## src/rtl/gdi_pkg.sv

```systemverilog
package gdi_pkg;
    // Bus command codes on the low seven data lines
    localparam logic [6:0] GDI_CMD_GTL = 7'h01;
    localparam logic [6:0] GDI_CMD_SDC = 7'h04;
    localparam logic [6:0] GDI_CMD_GET = 7'h08;
    localparam logic [6:0] GDI_CMD_TCT = 7'h09;
    localparam logic [6:0] GDI_CMD_LLO = 7'h11;
    localparam logic [6:0] GDI_CMD_DCL = 7'h14;
    localparam logic [6:0] GDI_CMD_SPE = 7'h18;
    localparam logic [6:0] GDI_CMD_SPD = 7'h19;
    localparam logic [6:0] GDI_CMD_UNL = 7'h3F;
    localparam logic [6:0] GDI_CMD_UNT = 7'h5F;
    // Address groups, upper two bits of the seven-bit code
    localparam logic [1:0] GDI_GRP_LISTEN = 2'h1;
    localparam logic [1:0] GDI_GRP_TALK = 2'h2;
    localparam logic [1:0] GDI_GRP_SECOND = 2'h3;
    localparam int GDI_ADDR_W = 5;
    localparam int GDI_SYNC_STAGES = 2;

    // Acceptor handshake states, Gray along the path except the return from done to ready
    typedef enum logic [1:0] {
        GDI_AH_READY = 2'b00,
        GDI_AH_TAKE = 2'b01,
        GDI_AH_DONE = 2'b11
    } gdi_ah_state_t;

    // Source handshake states, Gray along the path
    typedef enum logic [1:0] {
        GDI_SH_IDLE = 2'b00,
        GDI_SH_WAIT_RDY = 2'b01,
        GDI_SH_VALID = 2'b11,
        GDI_SH_RELEASE = 2'b10
    } gdi_sh_state_t;
endpackage : gdi_pkg

```

## src/rtl/gdi_device.sv

```systemverilog
`timescale 1ns/10ps
module gdi_device #(
    parameter bit EXTENDED = 1'b0
) (
    input wire logic clk_i,
    input wire logic nrst_i,
    // Configuration from the instrument
    input wire logic [gdi_pkg::GDI_ADDR_W-1:0] my_addr_i,
    input wire logic [gdi_pkg::GDI_ADDR_W-1:0] my_sec_i,
    input wire logic [2:0] ppoll_line_i,
    input wire logic ppoll_sense_i,
    // Bus lines, active low, each open drain
    input wire logic [7:0] dio_n_i,
    output logic [7:0] dio_n_o,
    output logic [7:0] dio_oe_n_o,
    input wire logic dav_n_i,
    output logic dav_n_o,
    output logic dav_oe_n_o,
    input wire logic nrfd_n_i,
    output logic nrfd_n_o,
    output logic nrfd_oe_n_o,
    input wire logic ndac_n_i,
    output logic ndac_n_o,
    output logic ndac_oe_n_o,
    input wire logic eoi_n_i,
    output logic eoi_n_o,
    output logic eoi_oe_n_o,
    input wire logic atn_n_i,
    input wire logic ifc_n_i,
    input wire logic ren_n_i,
    output logic srq_n_o,
    output logic srq_oe_n_o,
    // Instrument side
    output logic [7:0] rx_data_o,
    output logic rx_valid_o,
    output logic rx_end_o,
    input wire logic [7:0] tx_data_i,
    input wire logic tx_end_i,
    input wire logic tx_valid_i,
    output logic tx_ready_o,
    input wire logic [7:0] status_i,
    input wire logic rsv_i,
    output logic listen_o,
    output logic talk_o,
    output logic remote_o,
    output logic lockout_o,
    output logic spoll_o,
    output logic clear_o,
    output logic trigger_o,
    output logic take_ctrl_o
);
    import gdi_pkg::*;

    // Two-stage synchronisers; only the second stage is used
    localparam int NL = 13;
    logic [NL-1:0] sync1_reg;
    logic [NL-1:0] sync2_reg;
    always_ff @(posedge clk_i) begin
        if (!nrst_i) begin
            sync1_reg <= '1;
            sync2_reg <= '1;
        end else begin
            sync1_reg <= {dio_n_i, dav_n_i, nrfd_n_i, ndac_n_i, eoi_n_i, atn_n_i};
            sync2_reg <= sync1_reg;
        end
    end
    // Interface clear and remote enable get their own chain below
    logic ifc_s1_reg, ifc_s2_reg, ren_s1_reg, ren_s2_reg;
    always_ff @(posedge clk_i) begin
        if (!nrst_i) begin
            ifc_s1_reg <= 1'b1;
            ifc_s2_reg <= 1'b1;
            ren_s1_reg <= 1'b1;
            ren_s2_reg <= 1'b1;
        end else begin
            ifc_s1_reg <= ifc_n_i;
            ifc_s2_reg <= ifc_s1_reg;
            ren_s1_reg <= ren_n_i;
            ren_s2_reg <= ren_s1_reg;
        end
    end

    logic [7:0] dio;
    logic dav, nrfd, ndac, eoi, atn, ifc, ren;
    assign dio = ~sync2_reg[12:5];
    assign dav = ~sync2_reg[4];
    assign nrfd = ~sync2_reg[3];
    assign ndac = ~sync2_reg[2];
    assign eoi = ~sync2_reg[1];
    assign atn = ~sync2_reg[0];
    assign ifc = ~ifc_s2_reg;
    assign ren = ~ren_s2_reg;

    // Parallel poll; attention with end-or-identify
    logic ppoll;
    assign ppoll = atn & eoi;

    // Acceptor handshake
    gdi_ah_state_t ah_reg;
    logic listen_reg, talk_reg, lpend_reg, tpend_reg;
    logic accept;
    always_ff @(posedge clk_i) begin
        if (!nrst_i || ifc) begin
            ah_reg <= GDI_AH_READY;
        end else begin
            unique case (ah_reg)
                GDI_AH_READY: begin
                    if (dav && !ppoll && (atn || listen_reg)) begin
                        ah_reg <= GDI_AH_TAKE;
                    end
                end
                GDI_AH_TAKE: begin
                    ah_reg <= GDI_AH_DONE;
                end
                GDI_AH_DONE: begin
                    if (!dav) begin
                        ah_reg <= GDI_AH_READY;
                    end
                end
            endcase
        end
    end
    assign accept = (ah_reg == GDI_AH_TAKE);

    // Command decode
    function automatic logic is_cmd(input logic [7:0] b, input logic [6:0] c);
        return b[6:0] == c;
    endfunction : is_cmd

    logic cmd_byte, data_byte;
    assign cmd_byte = accept & atn;
    assign data_byte = accept & ~atn & listen_reg;

    logic addr_lis, addr_tlk, other_tlk, sec_byte;
    assign addr_lis = cmd_byte && dio[6:5] == GDI_GRP_LISTEN && dio[4:0] == my_addr_i;
    assign addr_tlk = cmd_byte && dio[6:5] == GDI_GRP_TALK && dio[4:0] == my_addr_i;
    assign other_tlk = cmd_byte && dio[6:5] == GDI_GRP_TALK && dio[4:0] != my_addr_i
        && !is_cmd(dio, GDI_CMD_UNT);
    assign sec_byte = cmd_byte && dio[6:5] == GDI_GRP_SECOND;

    // Addressed states
    always_ff @(posedge clk_i) begin
        if (!nrst_i || ifc) begin
            listen_reg <= 1'b0;
            talk_reg <= 1'b0;
            lpend_reg <= 1'b0;
            tpend_reg <= 1'b0;
        end else if (cmd_byte) begin
            lpend_reg <= EXTENDED && addr_lis;
            tpend_reg <= EXTENDED && addr_tlk;
            if (is_cmd(dio, GDI_CMD_UNL)) begin
                listen_reg <= 1'b0;
            end else if (addr_lis && !EXTENDED) begin
                listen_reg <= 1'b1;
            end else if (sec_byte && lpend_reg && dio[4:0] == my_sec_i) begin
                listen_reg <= 1'b1;
            end
            if (is_cmd(dio, GDI_CMD_UNT) || other_tlk) begin
                talk_reg <= 1'b0;
            end else if (addr_tlk && !EXTENDED) begin
                talk_reg <= 1'b1;
            end else if (sec_byte && tpend_reg && dio[4:0] == my_sec_i) begin
                talk_reg <= 1'b1;
            end
        end
    end

    // Remote, lockout, serial poll and event pulses
    logic remote_reg, lockout_reg, spoll_reg;
    always_ff @(posedge clk_i) begin
        if (!nrst_i) begin
            remote_reg <= 1'b0;
            lockout_reg <= 1'b0;
            spoll_reg <= 1'b0;
            clear_o <= 1'b0;
            trigger_o <= 1'b0;
            take_ctrl_o <= 1'b0;
        end else begin
            clear_o <= cmd_byte && (is_cmd(dio, GDI_CMD_DCL)
                || (is_cmd(dio, GDI_CMD_SDC) && (listen_reg || talk_reg)));
            trigger_o <= cmd_byte && is_cmd(dio, GDI_CMD_GET) && listen_reg;
            take_ctrl_o <= cmd_byte && is_cmd(dio, GDI_CMD_TCT) && talk_reg;
            if (!ren) begin
                remote_reg <= 1'b0;
                lockout_reg <= 1'b0;
            end else begin
                if (cmd_byte && is_cmd(dio, GDI_CMD_GTL) && listen_reg) begin
                    remote_reg <= 1'b0;
                end else if (addr_lis) begin
                    remote_reg <= 1'b1;
                end
                if (cmd_byte && is_cmd(dio, GDI_CMD_LLO)) begin
                    lockout_reg <= 1'b1;
                end
            end
            if (ifc) begin
                spoll_reg <= 1'b0;
            end else if (cmd_byte && is_cmd(dio, GDI_CMD_SPE)) begin
                spoll_reg <= 1'b1;
            end else if (cmd_byte && is_cmd(dio, GDI_CMD_SPD)) begin
                spoll_reg <= 1'b0;
            end
        end
    end

    // Received data to the instrument
    always_ff @(posedge clk_i) begin
        if (!nrst_i) begin
            rx_data_o <= 8'h00;
            rx_valid_o <= 1'b0;
            rx_end_o <= 1'b0;
        end else begin
            rx_valid_o <= data_byte;
            if (data_byte) begin
                rx_data_o <= dio;
                rx_end_o <= eoi;
            end
        end
    end

    // Source handshake; bytes wait in one holding register
    gdi_sh_state_t sh_reg;
    logic [7:0] tx_reg;
    logic tx_end_reg;
    always_ff @(posedge clk_i) begin
        if (!nrst_i || ifc || !talk_reg || atn) begin
            sh_reg <= GDI_SH_IDLE;
            tx_reg <= 8'h00;
            tx_end_reg <= 1'b0;
        end else begin
            unique case (sh_reg)
                GDI_SH_IDLE: begin
                    if (spoll_reg) begin
                        tx_reg <= {rsv_i, status_i[6:0]};
                        tx_end_reg <= 1'b0;
                        sh_reg <= GDI_SH_WAIT_RDY;
                    end else if (tx_valid_i && tx_ready_o) begin
                        tx_reg <= tx_data_i;
                        tx_end_reg <= tx_end_i;
                        sh_reg <= GDI_SH_WAIT_RDY;
                    end
                end
                GDI_SH_WAIT_RDY: begin
                    if (!nrfd) begin
                        sh_reg <= GDI_SH_VALID;
                    end
                end
                GDI_SH_VALID: begin
                    if (!ndac) begin
                        sh_reg <= GDI_SH_RELEASE;
                    end
                end
                GDI_SH_RELEASE: begin
                    sh_reg <= GDI_SH_IDLE;
                end
            endcase
        end
    end

    // Service request from the instrument
    logic srq_reg;
    always_ff @(posedge clk_i) begin
        if (!nrst_i) begin
            srq_reg <= 1'b0;
        end else begin
            srq_reg <= rsv_i;
        end
    end

    // Pin drivers, all registered; enable low while driving
    always_ff @(posedge clk_i) begin
        if (!nrst_i) begin
            dio_n_o <= 8'hFF;
            dio_oe_n_o <= 8'hFF;
            dav_n_o <= 1'b1;
            dav_oe_n_o <= 1'b1;
            nrfd_n_o <= 1'b1;
            nrfd_oe_n_o <= 1'b1;
            ndac_n_o <= 1'b1;
            ndac_oe_n_o <= 1'b1;
            eoi_n_o <= 1'b1;
            eoi_oe_n_o <= 1'b1;
            srq_n_o <= 1'b1;
            srq_oe_n_o <= 1'b1;
        end else begin
            if (ppoll && !ifc) begin
                dio_n_o <= 8'h00;
                dio_oe_n_o <= ~((8'h01 << ppoll_line_i) & {8{rsv_i ~^ ppoll_sense_i}});
                eoi_oe_n_o <= 1'b1;
            end else if (sh_reg == GDI_SH_WAIT_RDY || sh_reg == GDI_SH_VALID) begin
                dio_n_o <= ~tx_reg;
                dio_oe_n_o <= ~tx_reg;
                eoi_n_o <= 1'b0;
                eoi_oe_n_o <= ~tx_end_reg;
            end else begin
                dio_n_o <= 8'hFF;
                dio_oe_n_o <= 8'hFF;
                eoi_oe_n_o <= 1'b1;
            end
            dav_n_o <= 1'b0;
            dav_oe_n_o <= ~(sh_reg == GDI_SH_VALID);
            nrfd_n_o <= 1'b0;
            nrfd_oe_n_o <= ~(ah_reg != GDI_AH_READY && !ifc);
            ndac_n_o <= 1'b0;
            ndac_oe_n_o <= ~((atn || listen_reg) && ah_reg != GDI_AH_DONE && !ifc);
            srq_n_o <= 1'b0;
            srq_oe_n_o <= ~srq_reg;
        end
    end

    // Status to the instrument
    always_ff @(posedge clk_i) begin
        if (!nrst_i) begin
            listen_o <= 1'b0;
            talk_o <= 1'b0;
            remote_o <= 1'b0;
            lockout_o <= 1'b0;
            spoll_o <= 1'b0;
            tx_ready_o <= 1'b0;
        end else begin
            listen_o <= listen_reg;
            talk_o <= talk_reg;
            remote_o <= remote_reg;
            lockout_o <= lockout_reg;
            spoll_o <= spoll_reg;
            tx_ready_o <= talk_reg && !atn && !spoll_reg && sh_reg == GDI_SH_IDLE;
        end
    end
endmodule : gdi_device

```

## config.mk

```make
export PLATFORM = sky130hd
export DESIGN_NAME = gdi_device
export DESIGN_NICKNAME = d
export VERILOG_FILES = /design/src/rtl/gdi_pkg.sv /design/src/rtl/gdi_device.sv
export SDC_FILE = /design/constraint.sdc
export NUM_CORES = 1
export LEC_CHECK = 0
export BUFFER_PORTS_ARGS = -buffer_cell sky130_fd_sc_hd__buf_2
export CAP_MARGIN = 20
export CORE_UTILIZATION = 50
export DETAILED_ROUTE_END_ITERATION = 12
export PLACE_DENSITY = 0.79
export SLEW_MARGIN = 20
export SYNTH_ARGS = -nofsm -noshare
export SYNTH_HDL_FRONTEND = slang
export SYNTH_SLANG_ARGS = --single-unit
```

## constraint.sdc

```tcl
create_clock -name clk_i -period 2.75 [get_ports clk_i]
set_input_delay 0.275 -clock clk_i [delete_from_list [all_inputs] [get_ports clk_i]]
set_output_delay 0.275 -clock clk_i [all_outputs]
set_load 0.01 [all_outputs]
```

==> impl_metrics.env, run 1 <==
export IMPL_netlist_area_leader_share=0.586
export IMPL_drt_iter0_markers=151
export IMPL_power_total_mw=2.43
export IMPL_leakagePower_nw=1.52
export IMPL_synth_async_reset_ratio=0
export IMPL_clkTransAtPathRegs_ns=0.08
export IMPL_post_drt_wl_per_cell_um=12.7
export IMPL_viasPerCell=5.03
export IMPL_p_sw_mw=0.504
export IMPL_clock_skew_ns=0.00743
export IMPL_finalCriticalPeriod_ns=1.58
export IMPL_yosysSeqAreaShare=0.586
export IMPL_hp_start="ren_n_i"
export IMPL_switching_share=0.207
export IMPL_num_antenna_cells=0
export IMPL_worst_setup_path_end_kind="flip-flop"
export IMPL_cts_hold_buf=0
export IMPL_rrSetupSlack_ns=1.17
export IMPL_grt_pass1_vias=2128
export IMPL_n_fill_cell=509
export IMPL_drc=0
export IMPL_yosysMostFrequentCell="dfxtp_1"
export IMPL_status="complete, no violations"
export IMPL_syn_area_sq_mm=0.00311
export IMPL_power_density_mw_per_mm2=643
export IMPL_met3_usage=0.0607
export IMPL_synth_edf_count=0
export IMPL_fmax_ghz=0.633
export IMPL_grt_pass1_wl_um=9520
export IMPL_cts_tree="built"
export IMPL_netlist_instances=299
export IMPL_hold_end="ren_s1_reg"
export IMPL_worstPathRequired_ns=3.01
export IMPL_area_growth_pct=21.7
export IMPL_antenna_found_initial=0
export IMPL_clockBufferDepth=2
export IMPL_cts_resized=0
export IMPL_cts_root_buf="clkbuf_8"
export IMPL_slew_headroom=0.591
export IMPL_final_cells=460
export IMPL_p_comb_frac=0.040
export IMPL_dpl_instance_area_sq_mm=0.00356
export IMPL_drive_above_1_share=0.288
export IMPL_yosys_area_top_type="dfxtp_1"
export IMPL_grt_met2_usage=0.297
export IMPL_worst_setup_path_start_kind="flip-flop"
export IMPL_syn_num_nets=349
export IMPL_post_route_util=0.635
export IMPL_critPathMaxFanout=19
export IMPL_drt_antenna_violating_nets=0
export IMPL_grtUsageTotal=0.195
export IMPL_ioPinCount=95
export IMPL_rr_endpoint="rx_data_o[6]"
export IMPL_seqPwrFrac=0.558
export IMPL_maxCapViolations=0
export IMPL_stdcell_area_sq_mm=0.00378
export IMPL_yosys_warnings=0
export IMPL_fin_crit_sh=0.575
export IMPL_drtPass1Iterations=4
export IMPL_synth_common_cells="dfxtp_1, nand2b_1, nor2_1"
export IMPL_dp_cells=444
export IMPL_drt_wl_total_um=5820
export IMPL_pwr_share_clk=0.402
export IMPL_rows=28
export IMPL_cts_buffers=9
export IMPL_hold_viol=0
export IMPL_hold_class="primary input to flip-flop"
export IMPL_initial_core_util=0.522
export IMPL_place_congestion=0.908
export IMPL_grt_max_degree=23
export IMPL_synth_ff_type="dfxtp_1"
export IMPL_dp_hpwl_um=4170
export IMPL_ir_drop_uv=447
export IMPL_cts_setup_buffers=0
export IMPL_synth_cell_types=44
export IMPL_clk_latency_ns=0.34
export IMPL_gr_usage_met1=0.247
export IMPL_rr_worst_depth=3
export IMPL_grt_busiest_layer="met2"
export IMPL_holdPathStages=2
export IMPL_core_area_sq_mm=0.00596
export IMPL_crit_arrival_ns=1.84
export IMPL_route_vias_total=2312
export IMPL_clock_sinks=91
export IMPL_die_h_um=80.8
export IMPL_yosys_top_cells_area="dfxtp_1, nand2b_1, a211oi_1"
export IMPL_reg2reg_from="sync2_reg[0]"
export IMPL_critPathKind="flip-flop to flip-flop"
export IMPL_setup_viol=0
export IMPL_nets=430
export IMPL_tightestPinTransition_ns=0.613
export IMPL_die_w_um=80.8
export IMPL_finalMaxSlewViolations=0
export IMPL_ys_ff_latch=91
export IMPL_overflow=0
export IMPL_grt_setup_unrepaired="false"
export IMPL_internal_power_mw=1.93
export IMPL_port_buffers=88
export IMPL_setup_tns_final_ns=0
export IMPL_die_area_sq_mm=0.00654
export IMPL_avgSynthCellArea_sq_um=10.4
export IMPL_htreeDepth=3
## per-layer routing
layer  share of wire  routed length (um)
met1            0.44                2540
met2            0.48                2790
met3           0.073                 423
met4           0.012                  70
met5               0                   0
## final cells by class
cell class | instances | area (sq um) | share of cell area
Tap cell | 75 | 93.8 | 0.0248
Clock buffer | 10 | 138 | 0.0364
Multi-Input combinational cell | 181 | 1160 | 0.306
Clock inverter | 6 | 88.8 | 0.0235
Inverter | 6 | 22.5 | 0.00595
Sequential cell | 91 | 1820 | 0.481
Timing Repair Buffer | 91 | 463 | 0.122
## power groups by stage
stage               sequential (mW)  combinational [mW]  clock (mW)
global route                   1.36               0.110        1.07
global placement               1.39              0.0960           0
detailed placement             1.39              0.0984           0
CTS                            1.36              0.0989        1.00
finish                         1.36              0.0981       0.978
floorplan                      1.38              0.0598           0
## cells in the final DEF (no fill, tap or decap), types with 5 or more instances in the layout
cell,count
nor2b_1,5
buf_2,88
mux2i_1,10
nand2_1,17
a211oi_1,17
dfxtp_1,91
inv_1,6
xnor2_1,6
nand2b_1,32
clkbuf_8,10
a21oi_1,13
nor2_1,31
and2_1,9
## logic make-up (layout without fill, tap and decap cells)
| logic type | count (synthesis) | after routing | synth area share |
|---|---|---|---|
| AO/OA/AOI/OAI | 47 | 47 | 0.111 |
| XOR/XNOR | 6 | 6 | 0.0169 |
| buffers and inverters | 27 | 113 | 0.0419 |
| flip-flops | 91 | 91 | 0.586 |
| multiplexers | 10 | 10 | 0.0322 |
| AND/OR/NAND/NOR | 118 | 118 | 0.212 |
## worst max path at each step
stage | from | to | cells past startpoint
2_1_floorplan | sync2_reg[0] | spoll_reg | 5
3_3_place_gp | nrst_i | eoi_oe_n_o | 5
3_5_place_dp | nrst_i | eoi_n_o | 5
4_1_cts | sync2_reg[0] | rx_data_o[5] | 3
5_1_grt | sync2_reg[0] | rx_data_o[7] | 3
6_report | sync2_reg[0] | rx_data_o[6] | 3
## per-stage QoR
step | hold slack (ns) | setup slack [ns]
finish | 0.102 | 1.17
global route | 0.0820 | 1.02
CTS | 0.0794 | 1.20
detailed placement | 0.361 | 1.20
global placement | 0.361 | 1.21
floorplan | 0.351 | 1.43
## critical path, stage by stage, from the launching register on
cell and delay, ns:
dfxtp_1 0.53, and4b_1 0.66, nor2_1 0.08, a211oi_1 0.22
(Power assumes the default switching activity.)
==> inputs of run 2 (changes only) <==
Settings changed: CORE_UTILIZATION 50 to 45, PLACE_DENSITY 0.79 to 0.75.
Clock period 2.75 ns to 1.3 ns, I/O delays scaled along.
==> run 2 against run 1 <==
Against the previous run:
- the flow now finishes with violations (negative setup slack)
- count of clock-buffer cells in the layout stayed put
- sequential share of layout area down 4.9 points
- die area is 11% higher
- first-iteration DRC count down 17%
- worst hold slack worse by 0.064 ns
- utilization rose by 1.9 points
- non-clock buffer count up 36
- combinational power grew to 3.0 times the previous value
- via count rose by 6.0%
- clock power grew 86%
- critical path type unchanged
==> impl_metrics.env, run 2 (synthesized netlist as in run 1, its figures left out) <==
export IMPL_status="finished, violations left"
export IMPL_failed_checks="negative setup slack"
export IMPL_cts_tree="built"
export IMPL_grt_max_degree=32
export IMPL_cts_buffers=9
export IMPL_power_density_mw_per_mm2=1170
export IMPL_tightestPinTransition_ns=0.317
export IMPL_grt_setup_unrepaired="true"
export IMPL_route_vias_total=2450
export IMPL_layout_setup_ws_ns=-0.0292
export IMPL_clockBufferDepth=2
export IMPL_cts_root_buf="clkbuf_8"
export IMPL_crit_arrival_ns=1.56
export IMPL_place_congestion=0.834
export IMPL_drtPass1Iterations=4
export IMPL_setup_tns_final_ns=-0.0831
export IMPL_core_area_sq_mm=0.00649
export IMPL_rows=29
export IMPL_drt_antenna_violating_nets=0
export IMPL_crit_chain="nand4bb_4 -> nor4_4 -> mux2i_1 -> nor2_1"
export IMPL_die_area_sq_mm=0.00724
export IMPL_num_antenna_cells=0
export IMPL_ioPinCount=95
export IMPL_endpoint="spoll_reg"
export IMPL_clock_skew_ns=0.0108
export IMPL_drt_iter0_markers=125
export IMPL_drive_above_1_share=0.366
export IMPL_port_buffers=88
export IMPL_fmax_ghz=0.752
export IMPL_worst_setup_path_start_kind="flip-flop"
export IMPL_area_growth_pct=36.6
export IMPL_die_w_um=85.1
export IMPL_slowest_delay_ns=0.38
export IMPL_power_total_mw=4.98
export IMPL_holdPathStages=2
export IMPL_grt_pass1_wl_um=10400
export IMPL_clock_sinks=91
export IMPL_maxCapViolations=0
export IMPL_ir_drop_uv=812
export IMPL_dp_hpwl_um=4620
export IMPL_final_cells=498
export IMPL_htreeDepth=3
export IMPL_rrSetupSlack_ns=-0.03
export IMPL_grt_pass1_vias=2293
export IMPL_drt_wl_total_um=6700
export IMPL_drc=0
export IMPL_finalMaxSlewViolations=0
export IMPL_critical_path_top_delay_family="simple AND/OR/NAND/NOR gates"
export IMPL_worst_setup_path_end_kind="flip-flop"
export IMPL_critPathKind="flip-flop to flip-flop"
export IMPL_fin_crit_sh=1.02
export IMPL_final_common_cell="buf_2"
export IMPL_post_drt_wl_per_cell_um=13.5
export IMPL_overflow=0
export IMPL_hold_viol=0
export IMPL_critPathMaxFanout=6
export IMPL_grtUsageTotal=0.188
export IMPL_antenna_found_initial=0
export IMPL_clkTransAtPathRegs_ns=0.08
export IMPL_hold_slack_ns=0.0379
export IMPL_slew_headroom=0.787
export IMPL_worstPathRequired_ns=1.54
export IMPL_leakagePower_nw=1.71
export IMPL_hold_class="primary input to flip-flop"
export IMPL_rr_endpoint="spoll_reg"
export IMPL_n_fill_cell=498
export IMPL_die_h_um=85.1
export IMPL_clk_latency_ns=0.35
export IMPL_startpoint="sync2_reg[0]"
export IMPL_finalCriticalPeriod_ns=1.33
export IMPL_rr_worst_depth=4
export IMPL_cpMaxStageDelayCell="dfxtp_4"
export IMPL_viasPerCell=4.92
export IMPL_cp_num_cells=4
export IMPL_nets=466
export IMPL_critical_path_buf_inv_count=0
export IMPL_setup_viol=4
export IMPL_dp_cells=466
export IMPL_final_cell_mix="buf_2, dfxtp_1, nand2b_1"
export IMPL_initial_core_util=0.479
export IMPL_reg2reg_from="sync2_reg[0]"
[run 2: changes by cell type in the layout (fill, tap and decap cells not counted), sizes merged]
cell and delta:
buf +21, dlygate4sd3 +15, bufinv -1, clkinvlp +1
[run 2: layout make-up]
cell class | count | area [sq um] | share of cell area
inverters | 6 | 22.5 | 0.00530
well taps | 77 | 96.3 | 0.0227
flip-flops and latches | 91 | 1840 | 0.432
multi-input cells | 181 | 1300 | 0.307
repair buffers | 127 | 796 | 0.187
clock buffers | 10 | 128 | 0.0301
clock inverters | 6 | 66.3 | 0.0156
[run 2: routing by layer]
metal / routed length, um / global-route usage / vias to the layer above
met5: 0 / 0 / -
met4: 113 / 0.0878 / 0
met3: 338 / 0.0409 / 10
met2: 3400 / 0.326 / 72
met1: 2850 / 0.221 / 1112
li1: - / - / 1256
[run 2: worst min path at each step]
stage | slack (ns) | startpoint | to
CTS | 0.03 | rsv_i | srq_reg
detailed placement | 0.31 | ndac_n_i | sync1_reg[2]
floorplan | 0.23 | ifc_n_i | ifc_s1_reg
finish | 0.04 | rsv_i | srq_reg
global route | 0.05 | tx_end_i | tx_end_reg
global placement | 0.31 | dio_n_i[7] | sync1_reg[12]
[run 2: through the flow]
stage                     cell area [sq um]  setup slack [ns]   util
after global routing                   4250           -0.0875  0.654
after global placement                 3730           -0.0716  0.575
final                                  4250           -0.0292  0.654
after floorplan                        3110           -0.0188      -
after detailed placement               3730            -0.108  0.575
after CTS                              4130           -0.0579  0.636
[run 2: what timing repair did]
| action | 4_1_cts | 5_1_grt |
|---|---|---|
| setup endpoints to repair | 21 | 26 |
| endpoints found under the hold margin | 15 | 0 |
| resized for setup | 11 | 23 |
| buffers inserted | 0 | 1 |
| hold buffers | 15 | 0 |
| pin swaps | 1 | 7 |
[run 2: where the power goes]
group / leakage [nW] / internal [mW] / switching (mW)
clock: 0.0885 / 0.888 / 0.932
sequential: 0.741 / 2.83 / 0.0312
combinational: 0.882 / 0.163 / 0.133
==> inputs of run 3 (changes only) <==
Settings changed: ABC_CLOCK_PERIOD_IN_PS from default to 1700, CORE_UTILIZATION 45 to 50, PLACE_DENSITY 0.75 to 0.79.
Clock period 1.3 ns to 1.7 ns, I/O delays scaled along.
==> run 3 against run 2 <==
Against the previous run:
- the run now ends clean
- count of clock-buffer cells in the layout is 1 lower
- clock power is 13% lower
- worst hold slack lost 0.022 ns
- global-route usage rose by 0.92 points
- total power fell by 21%
- maximum frequency decreased by 11%
- sequential share of layout area grew 3.1 points
- clock skew decreased by 0.0023 ns
- non-clock buffer count is 20 lower
- wire length is 9.8% lower
- critical path type unchanged
- largest cell class unchanged
- largest power group unchanged
- highest routed layer unchanged
==> impl_metrics.env, run 3 (synthesized netlist as in run 1, its figures left out) <==
export IMPL_status="complete, no violations"
export IMPL_seqPwrFrac=0.555
export IMPL_area_growth_pct=26.5
export IMPL_grt_max_degree=22
export IMPL_cts_resized=0
export IMPL_nets=446
export IMPL_hp_start="dio_n_i[1]"
export IMPL_cpMaxStageDelayCell="dfxtp_1"
export IMPL_clk_latency_ns=0.34
export IMPL_hold_slack_ns=0.0154
export IMPL_holdPathStages=2
export IMPL_die_area_sq_mm=0.00654
export IMPL_switching_share=0.213
export IMPL_clock_sinks=91
export IMPL_drive_above_1_share=0.284
export IMPL_setup_viol=0
export IMPL_clock_skew_ns=0.00849
export IMPL_cts_setup_buffers=0
export IMPL_die_w_um=80.8
export IMPL_slew_headroom=0.586
export IMPL_antenna_found_initial=0
export IMPL_p_comb_frac=0.047
export IMPL_cts_hold_buf=13
export IMPL_crit_chain="nor3b_2 -> nor2b_1 -> a22o_1 -> nand2_1"
export IMPL_initial_core_util=0.522
export IMPL_final_cell_mix="dfxtp_1, buf_2, nand2b_1"
export IMPL_finalMaxSlewViolations=0
export IMPL_tightestPinTransition_ns=0.619
export IMPL_rr_worst_depth=4
export IMPL_drt_iter0_markers=108
export IMPL_cts_buffers=9
export IMPL_slowest_delay_ns=0.53
export IMPL_leakagePower_nw=1.59
export IMPL_ir_drop_uv=735
export IMPL_critical_path_buf_inv_count=0
export IMPL_die_h_um=80.8
export IMPL_crit_arrival_ns=1.73
export IMPL_core_area_sq_mm=0.00596
export IMPL_hold_viol=0
export IMPL_fin_crit_sh=0.882
export IMPL_final_common_cell="dfxtp_1"
export IMPL_pwr_share_clk=0.398
export IMPL_fmax_ghz=0.667
export IMPL_power_density_mw_per_mm2=1010
export IMPL_grtUsageTotal=0.197
export IMPL_rrSetupSlack_ns=0.20
export IMPL_post_drt_wl_per_cell_um=12.7
export IMPL_rr_endpoint="dio_oe_n_o[5]"
export IMPL_p_sw_mw=0.842
export IMPL_grt_pass1_vias=2176
export IMPL_power_total_mw=3.96
export IMPL_cts_tree="built"
export IMPL_route_vias_total=2376
export IMPL_place_congestion=0.893
export IMPL_critPathMaxFanout=9
export IMPL_drtPass1Iterations=4
export IMPL_overflow=0
export IMPL_dp_hpwl_um=4250
export IMPL_clockBufferDepth=2
export IMPL_worst_setup_path_start_kind="flip-flop"
export IMPL_drt_wl_total_um=6040
export IMPL_finalCriticalPeriod_ns=1.50
export IMPL_ioPinCount=95
export IMPL_hold_class="primary input to flip-flop"
export IMPL_drc=0
export IMPL_reg2reg_from="sync2_reg[0]"
export IMPL_critPathKind="flip-flop to flip-flop"
export IMPL_internal_power_mw=3.11
export IMPL_critical_path_top_delay_family="simple AND/OR/NAND/NOR gates"
export IMPL_viasPerCell=4.99
export IMPL_cts_root_buf="clkbuf_8"
export IMPL_drt_antenna_violating_nets=0
export IMPL_grt_pass1_wl_um=9540
export IMPL_clkTransAtPathRegs_ns=0.08
export IMPL_port_buffers=88
export IMPL_rows=28
export IMPL_maxCapViolations=0
export IMPL_num_antenna_cells=0
export IMPL_post_route_util=0.660
export IMPL_worstPathRequired_ns=1.93
export IMPL_htreeDepth=3
export IMPL_worst_setup_path_end_kind="flip-flop"
export IMPL_grt_setup_unrepaired="false"
export IMPL_setup_tns_final_ns=0
export IMPL_hold_end="sync1_reg[6]"
==> run 3: cell types whose count changed in the layout (fill, tap and decap cells not counted), moves of 3 or more <==
cell,before,now
buf_4,22,6
nor2_1,28,31
inv_6,0,3
nor2b_1,2,5
dfxtp_2,5,0
dfxtp_1,84,91
==> run 3: worst reg2reg max path, stage by stage (launching register included) <==
cell	delay [ns]
dfxtp_1	0.53
nor3b_2	0.14
nor2b_1	0.45
a22o_1	0.23
nand2_1	0.05
==> run 3: how the worst max path moves through the flow <==
stage                  from       endpoint  slack [ns]  cells past startpoint
6_report       sync2_reg[0]  dio_oe_n_o[5]        0.20                      4
5_1_grt        sync2_reg[0]  dio_oe_n_o[5]        0.08                      4
4_1_cts        sync2_reg[0]  dio_oe_n_o[5]        0.22                      4
3_5_place_dp   sync2_reg[0]  dio_oe_n_o[5]        0.24                      4
3_3_place_gp   sync2_reg[0]      spoll_reg        0.27                      4
2_1_floorplan  sync2_reg[0]      spoll_reg        0.38                      5
==> run 3: power by group through the flow <==
stage	clock [mW]	sequential, mW	combinational [mW]
after floorplan	0	2.23	0.0967
after global routing	1.72	2.20	0.205
after CTS	1.62	2.19	0.187
final	1.58	2.19	0.186
after detailed placement	0	2.24	0.163
after global placement	0	2.24	0.158
==> run 3: layer usage <==
layer | routed length [um] | vias up | share of wire | track usage
met5 | 0 | - | 0 | 0
met2 | 3040 | 68 | 0.50 | 0.329
met1 | 2660 | 1090 | 0.44 | 0.230
li1 | - | 1210 | - | -
met4 | 97 | 0 | 0.016 | 0.113
met3 | 245 | 8 | 0.041 | 0.0483
==> run 3: final cells by class <==
cell class                 instances  area [sq um]
multi-input combinational        181          1160
tap                               75          93.8
clock inverter                     7          98.8
timing repair buffer             107           616
inverter                           6          22.5
sequential                        91          1820
clock buffer                       9           124
fill                             485          2020
==> run 3: metrics by stage <==
| step | cell area (sq um) | setup WS (ns) | instances |
|---|---|---|---|
| floorplan | 3110 | 0.381 | 299 |
| global placement | 3580 | 0.271 | 447 |
| detailed placement | 3580 | 0.244 | 447 |
| CTS | 3930 | 0.225 | 476 |
| global route | 3930 | 0.0836 | 476 |
| finish | 3930 | 0.200 | 476 |
